[src/inc/rsc_pkg.sv]
// package of constants for the reset source controller
// assumes a 50 MHz system clock
package rsc_pkg;
	// ************************
	// timing
	// ************************
	localparam int CLK_PERIOD_NS = 20;
	localparam int PIN_MIN_NS = 1500;
	localparam int PIN_MIN_CYCLES = (PIN_MIN_NS + CLK_PERIOD_NS - 1) / CLK_PERIOD_NS;
	localparam int PIN_CNT_W = 7;
	localparam int TOUT_SHORT_US = 4100;
	localparam int TOUT_LONG_US = 65000;
	localparam int TOUT_SHORT_CYC = TOUT_SHORT_US * 1000 / CLK_PERIOD_NS;
	localparam int TOUT_LONG_CYC = TOUT_LONG_US * 1000 / CLK_PERIOD_NS;
	localparam int TOUT_NONE_CYC = 1;
	localparam int DLY_CNT_W = 22;
	// ************************
	// fuse and cause fields
	// ************************
	localparam int FUSE_W = 4;
	localparam int FUSE_SEL_LSB = 0;
	localparam int FUSE_SEL_W = 2;
	localparam int CAUSE_W = 5;
	localparam int CAUSE_POR = 0;
	localparam int CAUSE_PIN = 1;
	localparam int CAUSE_BOT = 2;
	localparam int CAUSE_WDT = 3;
	localparam int CAUSE_SCAN = 4;
	localparam logic [CAUSE_W-1:0] CAUSE_RESET = 5'h00;
	localparam int NUM_SYNC = 4;
	typedef enum logic [1:0] {
		RSC_TOUT_NONE,
		RSC_TOUT_SHORT,
		RSC_TOUT_LONG,
		RSC_TOUT_LONG2
	} rsc_tout_type;
endpackage : rsc_pkg

[src/inc/rsc_dly_if.sv]
// carrier between the controller and its delay counter
// assumes both ends share one clock
interface rsc_dly_if #(parameter int CNT_W = 22);
	logic any_active;
	logic [CNT_W-1:0] timeout_cycles;
	logic hold;
	modport ctrl (output any_active, output timeout_cycles, input hold);
	modport dly (input any_active, input timeout_cycles, output hold);
endinterface : rsc_dly_if

[src/hw/rsc_delay_counter.sv]
// delay counter stretching the internal reset
// assumes timeout_cycles is at least one and steady while counting
module rsc_delay_counter
	import rsc_pkg::*;
#(
	parameter int CNT_W = DLY_CNT_W
) (
	// clock and reset
	input wire logic clk,
	input wire logic rst,
	// link to controller
	rsc_dly_if.dly dl
);
	logic [CNT_W-1:0] cnt;
	logic [CNT_W-1:0] next_cnt;
	logic hold;
	logic next_hold;

	// ************************
	// count after all sources drop
	// ************************
	always_comb begin
		next_cnt = cnt;
		next_hold = hold;
		if (dl.any_active) begin
			next_cnt = '0;
			next_hold = 1'b1;
		end else if (hold) begin
			next_cnt = cnt + 1'b1;
			next_hold = (cnt + 1'b1) < dl.timeout_cycles;
		end
	end

	always_ff @(posedge clk) begin
		if (rst) begin
			cnt <= '0;
			hold <= 1'b1;
		end else begin
			cnt <= next_cnt;
			hold <= next_hold;
		end
	end

	assign dl.hold = hold;
endmodule : rsc_delay_counter

[src/hw/rsc_reset_controller.sv]
// reset source controller: merges five reset sources into one internal reset
// assumes raw monitor, pin and scan levels are asynchronous; watchdog inputs on clk
//
// What this block does
// - reset clears I/O; release starts reset vector
// - every source except the watchdog pulse resets I/O ports without clock
// - delay counter starts once all sources inactive
// - clock select fuses pick delay length
// - power-on active while supply below threshold
// - pin low longer than minimum width resets
// - watchdog expiry resets only when enabled
// - brown-out resets only when detection enabled
// - scan reset register one holds reset
// - watchdog gives one-cycle pulse, delay follows
// - sticky cause flags, power-on clears others
module rsc_reset_controller
	import rsc_pkg::*;
#(
	parameter int TOUT_SHORT_CYCLES = TOUT_SHORT_CYC,
	parameter int TOUT_LONG_CYCLES = TOUT_LONG_CYC
) (
	// clock and reset
	input wire logic clk,
	input wire logic rst,
	// reset sources
	input wire logic supply_below_por,
	input wire logic reset_pin_n,
	input wire logic wdt_expired,
	input wire logic wdt_enable,
	input wire logic supply_below_bot,
	input wire logic brownout_detect_enable,
	input wire logic scan_reset_bit,
	// configuration
	input wire logic [FUSE_W-1:0] clock_select_fuses,
	// cause register write
	input wire logic cause_write,
	input wire logic [CAUSE_W-1:0] cause_write_data,
	// results
	output logic io_reset,
	output logic internal_reset,
	output logic reset_vector_fetch,
	output logic [CAUSE_W-1:0] reset_cause_register
);
	logic [NUM_SYNC-1:0] raw_src;
	logic [NUM_SYNC-1:0] sync_a;
	logic [NUM_SYNC-1:0] sync_b;
	logic por_active;
	logic pin_low;
	logic bot_active;
	logic scan_active;
	logic [PIN_CNT_W-1:0] pin_cnt;
	logic [PIN_CNT_W-1:0] next_pin_cnt;
	logic pin_active;
	logic wdt_pulse;
	logic next_wdt_pulse;
	logic any_active;
	logic [CAUSE_W-1:0] next_cause;
	logic [CAUSE_W-1:0] cause_set;
	logic hold_q;
	logic next_fetch;
	rsc_tout_type tout_sel;
	rsc_dly_if #(.CNT_W(DLY_CNT_W)) dl ();

	// ************************
	// immediate I/O reset
	// ************************
	// raw levels except the registered wdt_pulse and internal_reset, so those ports reset even with no clock running
	assign io_reset = supply_below_por | ~reset_pin_n | wdt_pulse
		| (supply_below_bot & brownout_detect_enable) | scan_reset_bit
		| internal_reset;

	// ************************
	// synchronisers
	// ************************
	assign raw_src = {scan_reset_bit, supply_below_bot, ~reset_pin_n, supply_below_por};

	generate
		for (genvar i = 0; i < NUM_SYNC; i++) begin : g_sync
			always_ff @(posedge clk) begin
				if (rst) begin
					sync_a[i] <= 1'b0;
					sync_b[i] <= 1'b0;
				end else begin
					sync_a[i] <= raw_src[i];
					sync_b[i] <= sync_a[i];
				end
			end
		end
	endgenerate

	assign por_active = sync_b[0];
	assign pin_low = sync_b[1];
	assign bot_active = sync_b[2] & brownout_detect_enable;
	assign scan_active = sync_b[3];

	// ************************
	// pin width filter
	// ************************
	always_comb begin
		next_pin_cnt = pin_cnt;
		if (!pin_low) begin
			next_pin_cnt = '0;
		end else if (pin_cnt != PIN_CNT_W'(PIN_MIN_CYCLES)) begin
			next_pin_cnt = pin_cnt + 1'b1;
		end
	end

	always_ff @(posedge clk) begin
		if (rst) begin
			pin_cnt <= '0;
		end else begin
			pin_cnt <= next_pin_cnt;
		end
	end

	assign pin_active = pin_low && (pin_cnt == PIN_CNT_W'(PIN_MIN_CYCLES));

	// ************************
	// watchdog pulse
	// ************************
	always_comb begin
		next_wdt_pulse = wdt_expired & wdt_enable & ~wdt_pulse;
	end

	always_ff @(posedge clk) begin
		if (rst) begin
			wdt_pulse <= 1'b0;
		end else begin
			wdt_pulse <= next_wdt_pulse;
		end
	end

	// ************************
	// combined condition and delay
	// ************************
	assign any_active = por_active | pin_active | wdt_pulse | bot_active | scan_active;

	always_comb begin
		tout_sel = rsc_tout_type'(clock_select_fuses[FUSE_SEL_LSB +: FUSE_SEL_W]);
		case (tout_sel)
			RSC_TOUT_NONE: dl.timeout_cycles = DLY_CNT_W'(TOUT_NONE_CYC);
			RSC_TOUT_SHORT: dl.timeout_cycles = DLY_CNT_W'(TOUT_SHORT_CYCLES);
			RSC_TOUT_LONG: dl.timeout_cycles = DLY_CNT_W'(TOUT_LONG_CYCLES);
			default: dl.timeout_cycles = DLY_CNT_W'(TOUT_LONG_CYCLES);
		endcase
	end

	assign dl.any_active = any_active;
	assign internal_reset = dl.hold;

	rsc_delay_counter #(.CNT_W(DLY_CNT_W)) u_dly (
		.clk(clk),
		.rst(rst),
		.dl(dl.dly)
	);

	// ************************
	// reset vector start
	// ************************
	always_comb begin
		next_fetch = hold_q & ~internal_reset;
	end

	always_ff @(posedge clk) begin
		if (rst) begin
			hold_q <= 1'b1;
			reset_vector_fetch <= 1'b0;
		end else begin
			hold_q <= internal_reset;
			reset_vector_fetch <= next_fetch;
		end
	end

	// ************************
	// cause flags
	// ************************
	always_comb begin
		cause_set = '0;
		cause_set[CAUSE_POR] = por_active;
		cause_set[CAUSE_PIN] = pin_active;
		cause_set[CAUSE_BOT] = bot_active;
		cause_set[CAUSE_WDT] = wdt_pulse;
		cause_set[CAUSE_SCAN] = scan_active;
		next_cause = reset_cause_register;
		if (cause_write) begin
			next_cause = next_cause & cause_write_data;
		end
		if (por_active) begin
			next_cause = next_cause & (CAUSE_W'(1) << CAUSE_POR);
		end
		next_cause = next_cause | cause_set;
	end

	always_ff @(posedge clk) begin
		if (rst) begin
			reset_cause_register <= CAUSE_RESET;
		end else begin
			reset_cause_register <= next_cause;
		end
	end
endmodule : rsc_reset_controller

[config.mk]
export PLATFORM = sky130hd
export DESIGN_NAME = rsc_reset_controller
export DESIGN_NICKNAME = d
export VERILOG_FILES = /design/src/inc/rsc_pkg.sv /design/src/inc/rsc_dly_if.sv /design/src/hw/rsc_delay_counter.sv /design/src/hw/rsc_reset_controller.sv
export SDC_FILE = /design/constraint.sdc
export NUM_CORES = 1
export LEC_CHECK = 0
export BUFFER_PORTS_ARGS = -buffer_cell sky130_fd_sc_hd__buf_2
export CAP_MARGIN = 20
export CORE_MARGIN = 2
export CORE_UTILIZATION = 25
export CTS_BUF_LIST = sky130_fd_sc_hd__clkbuf_8
export CTS_CLUSTER_SIZE = 16
export DETAILED_ROUTE_END_ITERATION = 16
export GPL_ROUTABILITY_DRIVEN = 0
export REMOVE_ABC_BUFFERS = 1
export SLEW_MARGIN = 25
export SYNTH_ARGS = -nofsm -noshare
export SYNTH_HDL_FRONTEND = slang
export SYNTH_SLANG_ARGS = --single-unit
[constraint.sdc]
create_clock -name clk -period 3.25 [get_ports clk]
set_clock_uncertainty 0.15 [all_clocks]
set_input_delay 0.65 -clock clk [delete_from_list [all_inputs] [get_ports clk]]
set_output_delay 0.65 -clock clk [all_outputs]
set_load 0.05 [all_outputs]
==> results of run 1 <==
[cell usage in the layout (no fill, tap or decap), types with 2 or more instances in the layout]
cell,synthesis,final
a211oi_1,2,2
a21oi_1,7,7
and3_1,6,6
and4_1,3,3
and4_2,2,2
buf_2,1,24
buf_4,0,3
clkbuf_8,0,6
dfxtp_1,46,46
ha_1,16,16
inv_1,8,9
mux2i_1,2,2
nand2_1,20,20
nand2b_1,2,2
nand3_1,16,16
nand4_1,6,6
nor2_1,39,39
nor2b_1,9,9
nor3_1,6,6
nor4_1,2,2
nor4b_1,2,2
o211ai_1,4,4
o21a_1,2,2
o21ai_0,4,4
xnor2_1,14,14
xor2_1,30,30
[registers in the layout (all words and copies together), names as in the netlist]
register and flops:
sync_b 1, reset_vector_fetch 1, scan_active 1, u_dly.dl.hold 1, pin_cnt 7, wdt_pulse 1, reset_cause_register 5, sync_a 4
u_dly.cnt 22, por_active 1, hold_q 1, pin_low 1
[layout make-up]
cell class                 instances  area share
clock inverter                     2     0.00443
timing repair buffer              27      0.0505
sequential                        46       0.326
clock buffer                       6      0.0293
inverter                           8      0.0106
multi-input combinational        213       0.520
tap                              133      0.0590
[kinds of logic (layout without fill, tap and decap cells)]
| kind of cell | count (synthesis) | in the layout | share of synthesized area |
|---|---|---|---|
| buffers and inverters | 19 | 43 | 0.0388 |
| adder cells (fa/ha/maj) | 16 | 16 | 0.0806 |
| AND/OR/NAND/NOR | 119 | 119 | 0.258 |
| flip-flops | 46 | 46 | 0.371 |
| XOR/XNOR | 44 | 44 | 0.155 |
| multiplexers | 2 | 2 | 0.00806 |
| AO/OA/AOI/OAI | 32 | 32 | 0.0886 |
[routing by layer]
layer  part of all wire  vias to the layer above  GRT usage
met3              0.014                        6     0.0132
li1                   -                     1005          -
met5                  0                        -          0
met4              0.016                        0     0.0415
met2               0.47                       12      0.152
met1               0.50                      887      0.125
[cell usage after synthesis, types with 2 or more instances]
| library cell | n |
|---|---|
| and4_1 | 3 |
| inv_1 | 8 |
| ha_1 | 16 |
| o21a_1 | 2 |
| xnor2_1 | 14 |
| mux2i_1 | 2 |
| dfxtp_1 | 46 |
| nor4b_1 | 2 |
| and3_1 | 6 |
| a211oi_1 | 2 |
| and4_2 | 2 |
| nor3_1 | 6 |
| nand2b_1 | 2 |
| a21oi_1 | 7 |
| nor2b_1 | 9 |
| nor2_1 | 39 |
| nor4_1 | 2 |
| clkbuf_1 | 5 |
| o211ai_1 | 4 |
| xor2_1 | 30 |
| o21ai_0 | 4 |
| nand4_1 | 6 |
| nand3_1 | 16 |
| buf_6 | 3 |
| nand2_1 | 20 |
[through the flow]
step / power, mW / cell area [sq um]
after detailed placement: 0.660 / 2730
after global routing: 1.06 / 2820
final: 1.01 / 2820
after global placement: 0.658 / 2730
after CTS: 1.03 / 2820
after floorplan: 0.632 / 2420
[power by group through the flow]
| stage | registers, mW | clock network, mW | logic [mW] |
|---|---|---|---|
| after floorplan | 0.598 | 0 | 0.0337 |
| after global placement | 0.592 | 0 | 0.0663 |
| after detailed placement | 0.592 | 0 | 0.0673 |
| after CTS | 0.579 | 0.386 | 0.0676 |
| after global routing | 0.581 | 0.404 | 0.0761 |
| final | 0.579 | 0.369 | 0.0664 |
[worst register-to-register path: cells and delay by family, from the launching register on]
family	cells	cell delay [ns]
AO/OA/AOI/OAI	3	0.50
adder cells (fa/ha/maj)	1	0.30
flip-flops	1	0.51
XOR/XNOR	1	0.13
AND/OR/NAND/NOR	5	1.26
[path summary, 6_finish.rpt]
| kind | depth (start not counted) | startpoint | to |
|---|---|---|---|
| worst max register to register | 10 | u_dly.cnt[4]$_SDFFE_PP0P_ | u_dly.dl.hold$_SDFF_PP1_ |
| worst min-delay path | 2 | hold_q$_SDFF_PP1_ | reset_vector_fetch$_SDFF_PP0_ |
| worst min register to register | 2 | hold_q$_SDFF_PP1_ | reset_vector_fetch$_SDFF_PP0_ |
| worst max-delay path | 10 | u_dly.cnt[4]$_SDFFE_PP0P_ | u_dly.dl.hold$_SDFF_PP1_ |
==> flow_metrics.env, run 1 <==
export IMPL_dpl_hpwl_mm=3.55
export IMPL_root_buffer="clkbuf_8"
export IMPL_post_cts_resized=0
export IMPL_fin_nets=336
export IMPL_dr_pass1_iters=4
export IMPL_critical_path_top_delay_family="simple AND/OR/NAND/NOR gates"
export IMPL_die_w_um=104
export IMPL_drc=0
export IMPL_dieArea_sq_mm=0.0108
export IMPL_stdcell_count=435
export IMPL_synth_top_cell_by_area="dfxtp_1"
export IMPL_cts_sinks=46
export IMPL_share_comb_of_total_power=0.065
export IMPL_min_period_over_period=0.892
export IMPL_n_fill_cell=1072
export IMPL_power_leakage_nw=1.18
export IMPL_clk_latency_ns=0.30
export IMPL_vias=1910
export IMPL_swShare=0.239
export IMPL_synth_edf_count=0
export IMPL_synth_area_top_cells="dfxtp_1 37%, xor2_1 11%, ha_1 8.1%"
export IMPL_area_growth_pct=13.6
export IMPL_slowest_stage="dfxtp_1"
export IMPL_synthCells=278
export IMPL_outcome="complete, no violations"
export IMPL_fin_crit_ns=2.90
export IMPL_syn_area_sq_mm=0.00248
export IMPL_numPortBuffers=24
export IMPL_fin_tns_setup_ns=0
export IMPL_seqCellArea_sq_um=921
export IMPL_cts_tree="built"
export IMPL_path_class="reg -> reg"
export IMPL_hold_buffers=0
export IMPL_floorplan_initialDensity=0.255
export IMPL_row_count=36
export IMPL_fmax_ghz=0.345
export IMPL_finalSetupViolations=0
export IMPL_hold_class="reg -> reg"
export IMPL_vias_per_cell=4.39
export IMPL_fin_util=0.290
export IMPL_yosysWarnings=0
export IMPL_critPathMaxFanout=8
export IMPL_grt_pass1_wl_mm=8.70
export IMPL_finalHoldViolations=0
export IMPL_die_h_um=104
export IMPL_grt_overflow_total=0
export IMPL_grt_max_degree=24
export IMPL_end_kind="flip-flop"
export IMPL_p_seq_frac=0.571
export IMPL_ys_types=47
export IMPL_numCtsBuffers=5
export IMPL_ios=27
export IMPL_crit_chain="nand4_1 > nor3_2 > and4_1 > nand2_1 > xnor2_1 > ha_1 > a211oi_1 > nor2b_1 > a32oi_1 > o21bai_1"
export IMPL_crit_arrival_ns=2.99
export IMPL_dp_worst_setup_slack_ns=0.333
export IMPL_cts_max_path_buffers=2
export IMPL_p_sw_mw=0.242
export IMPL_drtAntennaViolNets=0
export IMPL_netlist_area_leader_share=0.371
export IMPL_wl_per_cell_um=10.9
export IMPL_cp_start_kind="flip-flop"
export IMPL_dp_cells=427
export IMPL_worst_ep_required_time_ns=3.34
export IMPL_num_antenna_cells=0
export IMPL_multi_input_area_sq_mm=0.00147
export IMPL_async_flop_share=0
export IMPL_post_cts_buffers=0
export IMPL_cp_slowest_stage_delay_ns=0.51
export IMPL_drtIter0Drc=92
export IMPL_drive_gt1_frac=0.142
export IMPL_seq_area_frac_synth=0.371
export IMPL_htree_levels=2
export IMPL_antenna_found_initial=0
export IMPL_p_int_mw=0.772
export IMPL_p_clk_frac=0.364
export IMPL_yosys_most_used_dff="dfxtp_1"
export IMPL_grt_pass1_vias=1907
export IMPL_rrSetupSlack_ns=0.35
export IMPL_grtUsageTotal=0.0941
export IMPL_fin_hold_ws_ns=0.275
export IMPL_rsz0062_at_grt="false"
export IMPL_max_vdd_ir_drop_mv=0.139
export IMPL_max_slew_margin=0.729
export IMPL_cts_clk_slew_worst_paths_ns=0.09
export IMPL_fin_ws_ns=0.350
export IMPL_core_sq_mm=0.00973
export IMPL_p_per_area_mw_per_mm2=359
export IMPL_drv_slew=0
export IMPL_path_buf_inv=0
export IMPL_syn_area_per_cell_sq_um=8.94
export IMPL_max_cap_violations=0
export IMPL_worstMarginPinSlew_ns=0.396
export IMPL_ys_ff_latch=46
export IMPL_wl_mm=4.73
Power figures use the tool's default switching activity.
==> run 2, diff against run 1 <==
--- a/config.mk
+++ b/config.mk
@@ -6,7 +6,7 @@
 export NUM_CORES = 1
 export LEC_CHECK = 0
 export BUFFER_PORTS_ARGS = -buffer_cell sky130_fd_sc_hd__buf_2
-export CAP_MARGIN = 20
+export CAP_MARGIN = 10
 export CORE_MARGIN = 2
 export CORE_UTILIZATION = 25
 export CTS_BUF_LIST = sky130_fd_sc_hd__clkbuf_8
@@ -17,4 +17,5 @@
 export SLEW_MARGIN = 25
 export SYNTH_ARGS = -nofsm -noshare
 export SYNTH_HDL_FRONTEND = slang
+export SYNTH_HIERARCHICAL = 1
 export SYNTH_SLANG_ARGS = --single-unit
==> flow_metrics.env, run 2 <==
export IMPL_synth_top_cell_by_area="dfxtp_1"
export IMPL_p_clk_frac=0.390
export IMPL_numPortBuffers=24
export IMPL_wl_mm=5.51
export IMPL_vias_per_cell=4.58
export IMPL_synth_most_common_cell="dfxtp_1"
export IMPL_drtIter0Drc=46
export IMPL_n_fill_cell=1144
export IMPL_async_flop_share=0
export IMPL_hold_class="reg -> reg"
export IMPL_hold_buffers=0
export IMPL_yosysWarnings=6
export IMPL_synthTopCellsByCount="46 x dfxtp_1, 30 x nand2_1, 28 x inv_1"
export IMPL_cts_max_path_buffers=2
export IMPL_drive_gt1_frac=0.126
export IMPL_max_cap_violations=0
export IMPL_netlist_area_leader_share=0.336
export IMPL_placed_area_sq_mm=0.00304
export IMPL_synth_xor_area_frac=0.102
export IMPL_syn_area_sq_mm=0.00274
export IMPL_cts_sinks=46
export IMPL_max_vdd_ir_drop_mv=0.132
export IMPL_fin_ws_ns=0.340
export IMPL_numCtsBuffers=5
export IMPL_antenna_found_initial=0
export IMPL_dieArea_sq_mm=0.0118
export IMPL_largest_reg_flops=22
export IMPL_outcome="complete, no violations"
export IMPL_cts_tree="built"
export IMPL_grtUsageTotal=0.101
export IMPL_num_antenna_cells=0
export IMPL_worst_ep_required_time_ns=3.29
export IMPL_critPathMaxFanout=8
export IMPL_cts_clk_slew_worst_paths_ns=0.08
export IMPL_drtAntennaViolNets=0
export IMPL_dr_pass1_iters=4
export IMPL_dpl_hpwl_mm=4.21
export IMPL_post_cts_buffers=0
export IMPL_layout_common_cells="46 x dfxtp_1, 30 x nand2_1, 29 x inv_1"
export IMPL_fin_crit_ns=2.91
export IMPL_ys_types=45
export IMPL_drc=0
export IMPL_htree_levels=2
export IMPL_fin_util=0.293
export IMPL_vias=2314
export IMPL_p_per_area_mw_per_mm2=348
export IMPL_multi_input_area_sq_mm=0.00170
export IMPL_ios=27
export IMPL_fin_tns_setup_ns=0
export IMPL_share_comb_of_total_power=0.084
export IMPL_synthAdderAreaFrac=0.105
export IMPL_yosys_area_share_simple=0.262
export IMPL_row_count=38
export IMPL_seqCellArea_sq_um=921
export IMPL_final_common_cell="dfxtp_1"
export IMPL_p_int_mw=0.836
export IMPL_power_leakage_nw=1.30
export IMPL_largestRegisters="u_dly/cnt (22), pin_cnt (7), reset_cause_register (5)"
export IMPL_synthCells=335
export IMPL_rsz0062_at_grt="false"
export IMPL_die_w_um=109
export IMPL_fin_hold_ws_ns=0.262
export IMPL_finalSetupViolations=0
export IMPL_grt_pass1_wl_mm=9.54
export IMPL_wl_per_cell_um=10.9
export IMPL_p_seq_frac=0.526
export IMPL_root_buffer="clkbuf_8"
export IMPL_synth_compound_gate_area_share=0.126
export IMPL_dp_worst_setup_slack_ns=0.157
export IMPL_synth_top_family_by_area="simple AND/OR/NAND/NOR gates"
export IMPL_yosys_most_used_dff="dfxtp_1"
export IMPL_rrSetupSlack_ns=0.34
export IMPL_cp_start_kind="flip-flop"
export IMPL_synth_area_top_cells="dfxtp_1 34%, ha_1 10%, xor2_1 5.7%"
export IMPL_clk_latency_ns=0.31
export IMPL_stdcell_area_sq_mm=0.00316
export IMPL_fin_nets=406
export IMPL_min_period_over_period=0.895
export IMPL_path_class="reg -> reg"
export IMPL_crit_arrival_ns=2.95
export IMPL_grt_max_degree=25
export IMPL_synth_edf_count=0
export IMPL_syn_area_per_cell_sq_um=8.19
export IMPL_finalHoldViolations=0
export IMPL_area_growth_pct=15.3
export IMPL_ys_ff_latch=46
export IMPL_swShare=0.241
export IMPL_seq_area_frac_synth=0.336
export IMPL_core_sq_mm=0.0108
export IMPL_floorplan_initialDensity=0.254
export IMPL_fmax_ghz=0.344
export IMPL_p_sw_mw=0.265
export IMPL_grt_pass1_vias=2139
export IMPL_top_register="u_dly/cnt"
export IMPL_grt_overflow_total=0
export IMPL_drv_slew=0
export IMPL_synth_mux_area_frac=0.0109
export IMPL_end_kind="flip-flop"
export IMPL_die_h_um=109
run 2: area by class of cell:
class	count	area share
clock inverters	3	0.0131
repair buffers	28	0.0475
flip-flops and latches	46	0.291
clock buffers	5	0.0218
well taps	140	0.0554
multi-input cells	255	0.538
inverters	28	0.0332
run 2: worst paths after layout:
path / end / cells after the start / start
min: reset_vector_fetch$_SDFF_PP0_ / 2 / hold_q$_SDFF_PP1_
max: u_dly/dl.hold$_SDFF_PP1_ / 10 / u_dly/cnt[1]$_SDFFE_PP0P_
min reg2reg: reset_vector_fetch$_SDFF_PP0_ / 2 / hold_q$_SDFF_PP1_
max reg2reg: u_dly/dl.hold$_SDFF_PP1_ / 10 / u_dly/cnt[1]$_SDFFE_PP0P_
run 2: timing repair:
| item | in CTS | in global routing |
|---|---|---|
| gates resized for setup | 0 | 3 |
| hold endpoints to repair | 0 | 0 |
| endpoints found under the setup margin | 0 | 1 |
run 2: kinds of logic after synthesis:
group / Yosys count
XOR/XNOR: 32
other: 1
adder cells (fa/ha/maj): 23
AO/OA/AOI/OAI: 55
buffers and inverters: 40
AND/OR/NAND/NOR: 135
flip-flops: 46
multiplexers: 3
run 2: critical path, cell delays in order, from the launching register on:
cell and delay [ns]:
dfxtp_1 0.40, ha_2 0.26, nand3_4 0.13, or3_4 0.47, nor3_1 0.23, xor2_1 0.11, ha_1 0.31, nand4_1 0.14
nor4_2 0.32, and3_1 0.20, a221oi_1 0.07
run 2: stage by stage:
| stage | total power [mW] | cells |
|---|---|---|
| floorplan | 0.650 | 329 |
| global placement | 0.681 | 497 |
| detailed placement | 0.685 | 497 |
| CTS | 1.12 | 505 |
| global route | 1.15 | 505 |
| finish | 1.10 | 505 |
run 2: per-layer routing:
layer  GRT usage  wire length [um]  vias to the layer above
li1            -                 -                     1218
met1       0.130              2740                     1048
met2       0.158              2470                       36
met3      0.0167               133                       12
met4      0.0577               165                        0
met5           0                 0                        -
run 2: power groups by stage:
stage	sequential, mW	clock, mW	combinational (mW)
floorplan	0.599	0	0.0516
global placement	0.591	0	0.0903
detailed placement	0.592	0	0.0932
CTS	0.578	0.446	0.0936
global route	0.580	0.463	0.107
finish	0.578	0.429	0.0928
==> run 3, diff against run 2 <==
--- a/config.mk
+++ b/config.mk
@@ -5,17 +5,15 @@
 export SDC_FILE = /design/constraint.sdc
 export NUM_CORES = 1
 export LEC_CHECK = 0
-export BUFFER_PORTS_ARGS = -buffer_cell sky130_fd_sc_hd__buf_2
 export CAP_MARGIN = 10
-export CORE_MARGIN = 2
 export CORE_UTILIZATION = 25
 export CTS_BUF_LIST = sky130_fd_sc_hd__clkbuf_8
 export CTS_CLUSTER_SIZE = 16
 export DETAILED_ROUTE_END_ITERATION = 16
+export DONT_BUFFER_PORTS = 1
 export GPL_ROUTABILITY_DRIVEN = 0
 export REMOVE_ABC_BUFFERS = 1
 export SLEW_MARGIN = 25
 export SYNTH_ARGS = -nofsm -noshare
 export SYNTH_HDL_FRONTEND = slang
-export SYNTH_HIERARCHICAL = 1
 export SYNTH_SLANG_ARGS = --single-unit
==> flow_metrics.env, run 3 (synthesis gave the netlist of run 1 again) <==
export IMPL_die_h_um=102
export IMPL_largestRegisters="u_dly.cnt (22), pin_cnt (7), reset_cause_register (5)"
export IMPL_grt_use_met1=0.121
export IMPL_slowest_stage="dfxtp_1"
export IMPL_numCtsBuffers=5
export IMPL_drtIter0Drc=56
export IMPL_worst_ep_required_time_ns=3.29
export IMPL_crit_arrival_ns=3.02
export IMPL_numPortBuffers=0
export IMPL_drv_slew=0
export IMPL_min_period_over_period=0.917
export IMPL_hold_class="in -> reg"
export IMPL_critical_path_top_delay_family="simple AND/OR/NAND/NOR gates"
export IMPL_cp_slowest_stage_delay_ns=0.52
export IMPL_finalSetupViolations=0
export IMPL_critPathMaxFanout=7
export IMPL_row_count=36
export IMPL_worstMarginPinSlew_ns=0.508
export IMPL_floorplan_initialDensity=0.257
export IMPL_p_per_area_mw_per_mm2=364
export IMPL_min_path_cells=1
export IMPL_drive_gt1_frac=0.0753
export IMPL_cts_sinks=46
export IMPL_clk_latency_ns=0.30
export IMPL_post_cts_resized=0
export IMPL_rsz0062_at_grt="false"
export IMPL_n_fill_cell=1035
export IMPL_fmax_ghz=0.335
export IMPL_cp_start_kind="flip-flop"
export IMPL_fin_crit_ns=2.98
export IMPL_grt_max_degree=23
export IMPL_grt_met2_usage=0.172
export IMPL_fin_tns_setup_ns=0
export IMPL_end_kind="flip-flop"
export IMPL_multi_input_area_sq_mm=0.00147
export IMPL_post_cts_buffers=0
export IMPL_vias_per_cell=4.57
export IMPL_dp_cells=404
export IMPL_finalHoldViolations=0
export IMPL_grt_pass1_vias=1797
export IMPL_die_w_um=102
export IMPL_grt_busiest_layer="met2"
export IMPL_core_sq_mm=0.00968
export IMPL_fin_hold_ws_ns=0.254
export IMPL_rrSetupSlack_ns=0.27
export IMPL_wl_per_cell_um=11.4
export IMPL_max_slew_margin=0.661
export IMPL_top_register="u_dly.cnt"
export IMPL_met3_usage=0.0255
export IMPL_hp_start="rst"
export IMPL_wl_mm=4.71
export IMPL_fin_nets=313
export IMPL_dpl_hpwl_mm=3.52
export IMPL_layout_common_cells="46 x dfxtp_1, 39 x nor2_1, 30 x xor2_1"
export IMPL_dr_pass1_iters=4
export IMPL_vias=1884
export IMPL_cts_clk_slew_worst_paths_ns=0.09
export IMPL_grt_overflow_total=0
export IMPL_power_leakage_nw=1.08
export IMPL_ios=27
export IMPL_r2r_start="u_dly.cnt[3]$_SDFFE_PP0P_"
export IMPL_hold_buffers=0
export IMPL_num_antenna_cells=0
export IMPL_seqCellArea_sq_um=921
export IMPL_largest_reg_flops=22
export IMPL_max_cap_violations=0
export IMPL_grtUsageTotal=0.102
export IMPL_timing_rr_end="u_dly.dl.hold$_SDFF_PP1_"
export IMPL_r2r_worst_path_cells=10
export IMPL_area_growth_pct=8.91
export IMPL_max_vdd_ir_drop_mv=0.220
export IMPL_htree_levels=2
export IMPL_hold_end="reset_cause_register[0]$_SDFF_PP0_"
export IMPL_drtAntennaViolNets=0
export IMPL_crit_chain="nand4_1 > nor3_2 > and3_1 > xor2_1 > ha_1 > o2111ai_1 > a21o_1 > a211o_1 > a32oi_1 > o21bai_1"
export IMPL_path_buf_inv=0
export IMPL_final_common_cell="dfxtp_1"
export IMPL_cts_max_path_buffers=2
export IMPL_path_class="reg -> reg"
export IMPL_grt_pass1_wl_mm=8.24
export IMPL_dieArea_sq_mm=0.0103
export IMPL_antenna_found_initial=0
export IMPL_drc=0
export IMPL_outcome="complete, no violations"
export IMPL_root_buffer="clkbuf_8"
export IMPL_stdcell_count=412
export IMPL_cts_tree="built"
## run 3: per-stage QoR
step	power (mW)	worst slack, ns	util	area [sq um]
2_1_floorplan	0.632	0.667	-	2420
3_3_place_gp	0.643	0.297	0.270	2620
3_5_place_dp	0.645	0.280	0.270	2620
4_1_cts	1.00	0.234	0.279	2710
5_1_grt	1.04	0.0299	0.279	2710
6_report	0.985	0.269	0.279	2710
## run 3: metal layers
layer,part of all wire,up-vias,routed length (um)
met2,0.48,21,2260
met5,0,-,0
met1,0.47,892,2210
li1,-,962,-
met4,0.021,0,101
met3,0.028,9,133
## run 3: worst max-delay path by stage
| stage | start | endpoint | slack, ns | cells past startpoint |
|---|---|---|---|---|
| final | u_dly.cnt[3]$_SDFFE_PP0P_ | u_dly.dl.hold$_SDFF_PP1_ | 0.27 | 10 |
| after global routing | u_dly.cnt[0]$_SDFFE_PP0P_ | u_dly.dl.hold$_SDFF_PP1_ | 0.03 | 11 |
| after CTS | u_dly.cnt[3]$_SDFFE_PP0P_ | u_dly.dl.hold$_SDFF_PP1_ | 0.23 | 10 |
| after detailed placement | u_dly.cnt[3]$_SDFFE_PP0P_ | u_dly.dl.hold$_SDFF_PP1_ | 0.28 | 10 |
| after global placement | u_dly.cnt[4]$_SDFFE_PP0P_ | u_dly.dl.hold$_SDFF_PP1_ | 0.30 | 10 |
| after floorplan | u_dly.cnt[0]$_SDFFE_PP0P_ | u_dly.dl.hold$_SDFF_PP1_ | 0.67 | 11 |
## run 3: report_power, final
| group | leakage [nW] | total (mW) | internal, mW | switching (mW) |
|---|---|---|---|---|
| clock network | 0.0441 | 0.355 | 0.151 | 0.203 |
| logic | 0.664 | 0.0442 | 0.0181 | 0.0261 |
| registers | 0.373 | 0.586 | 0.573 | 0.0134 |
| total | 1.08 | 0.985 | 0.742 | 0.243 |
## run 3: final cells by class
type,instances,share of cell area
multi-input combinational,213,0.543
sequential,46,0.340
inverter,8,0.0111
clock inverter,3,0.00786
tap,133,0.0615
clock buffer,5,0.0254
timing repair buffer,4,0.0111
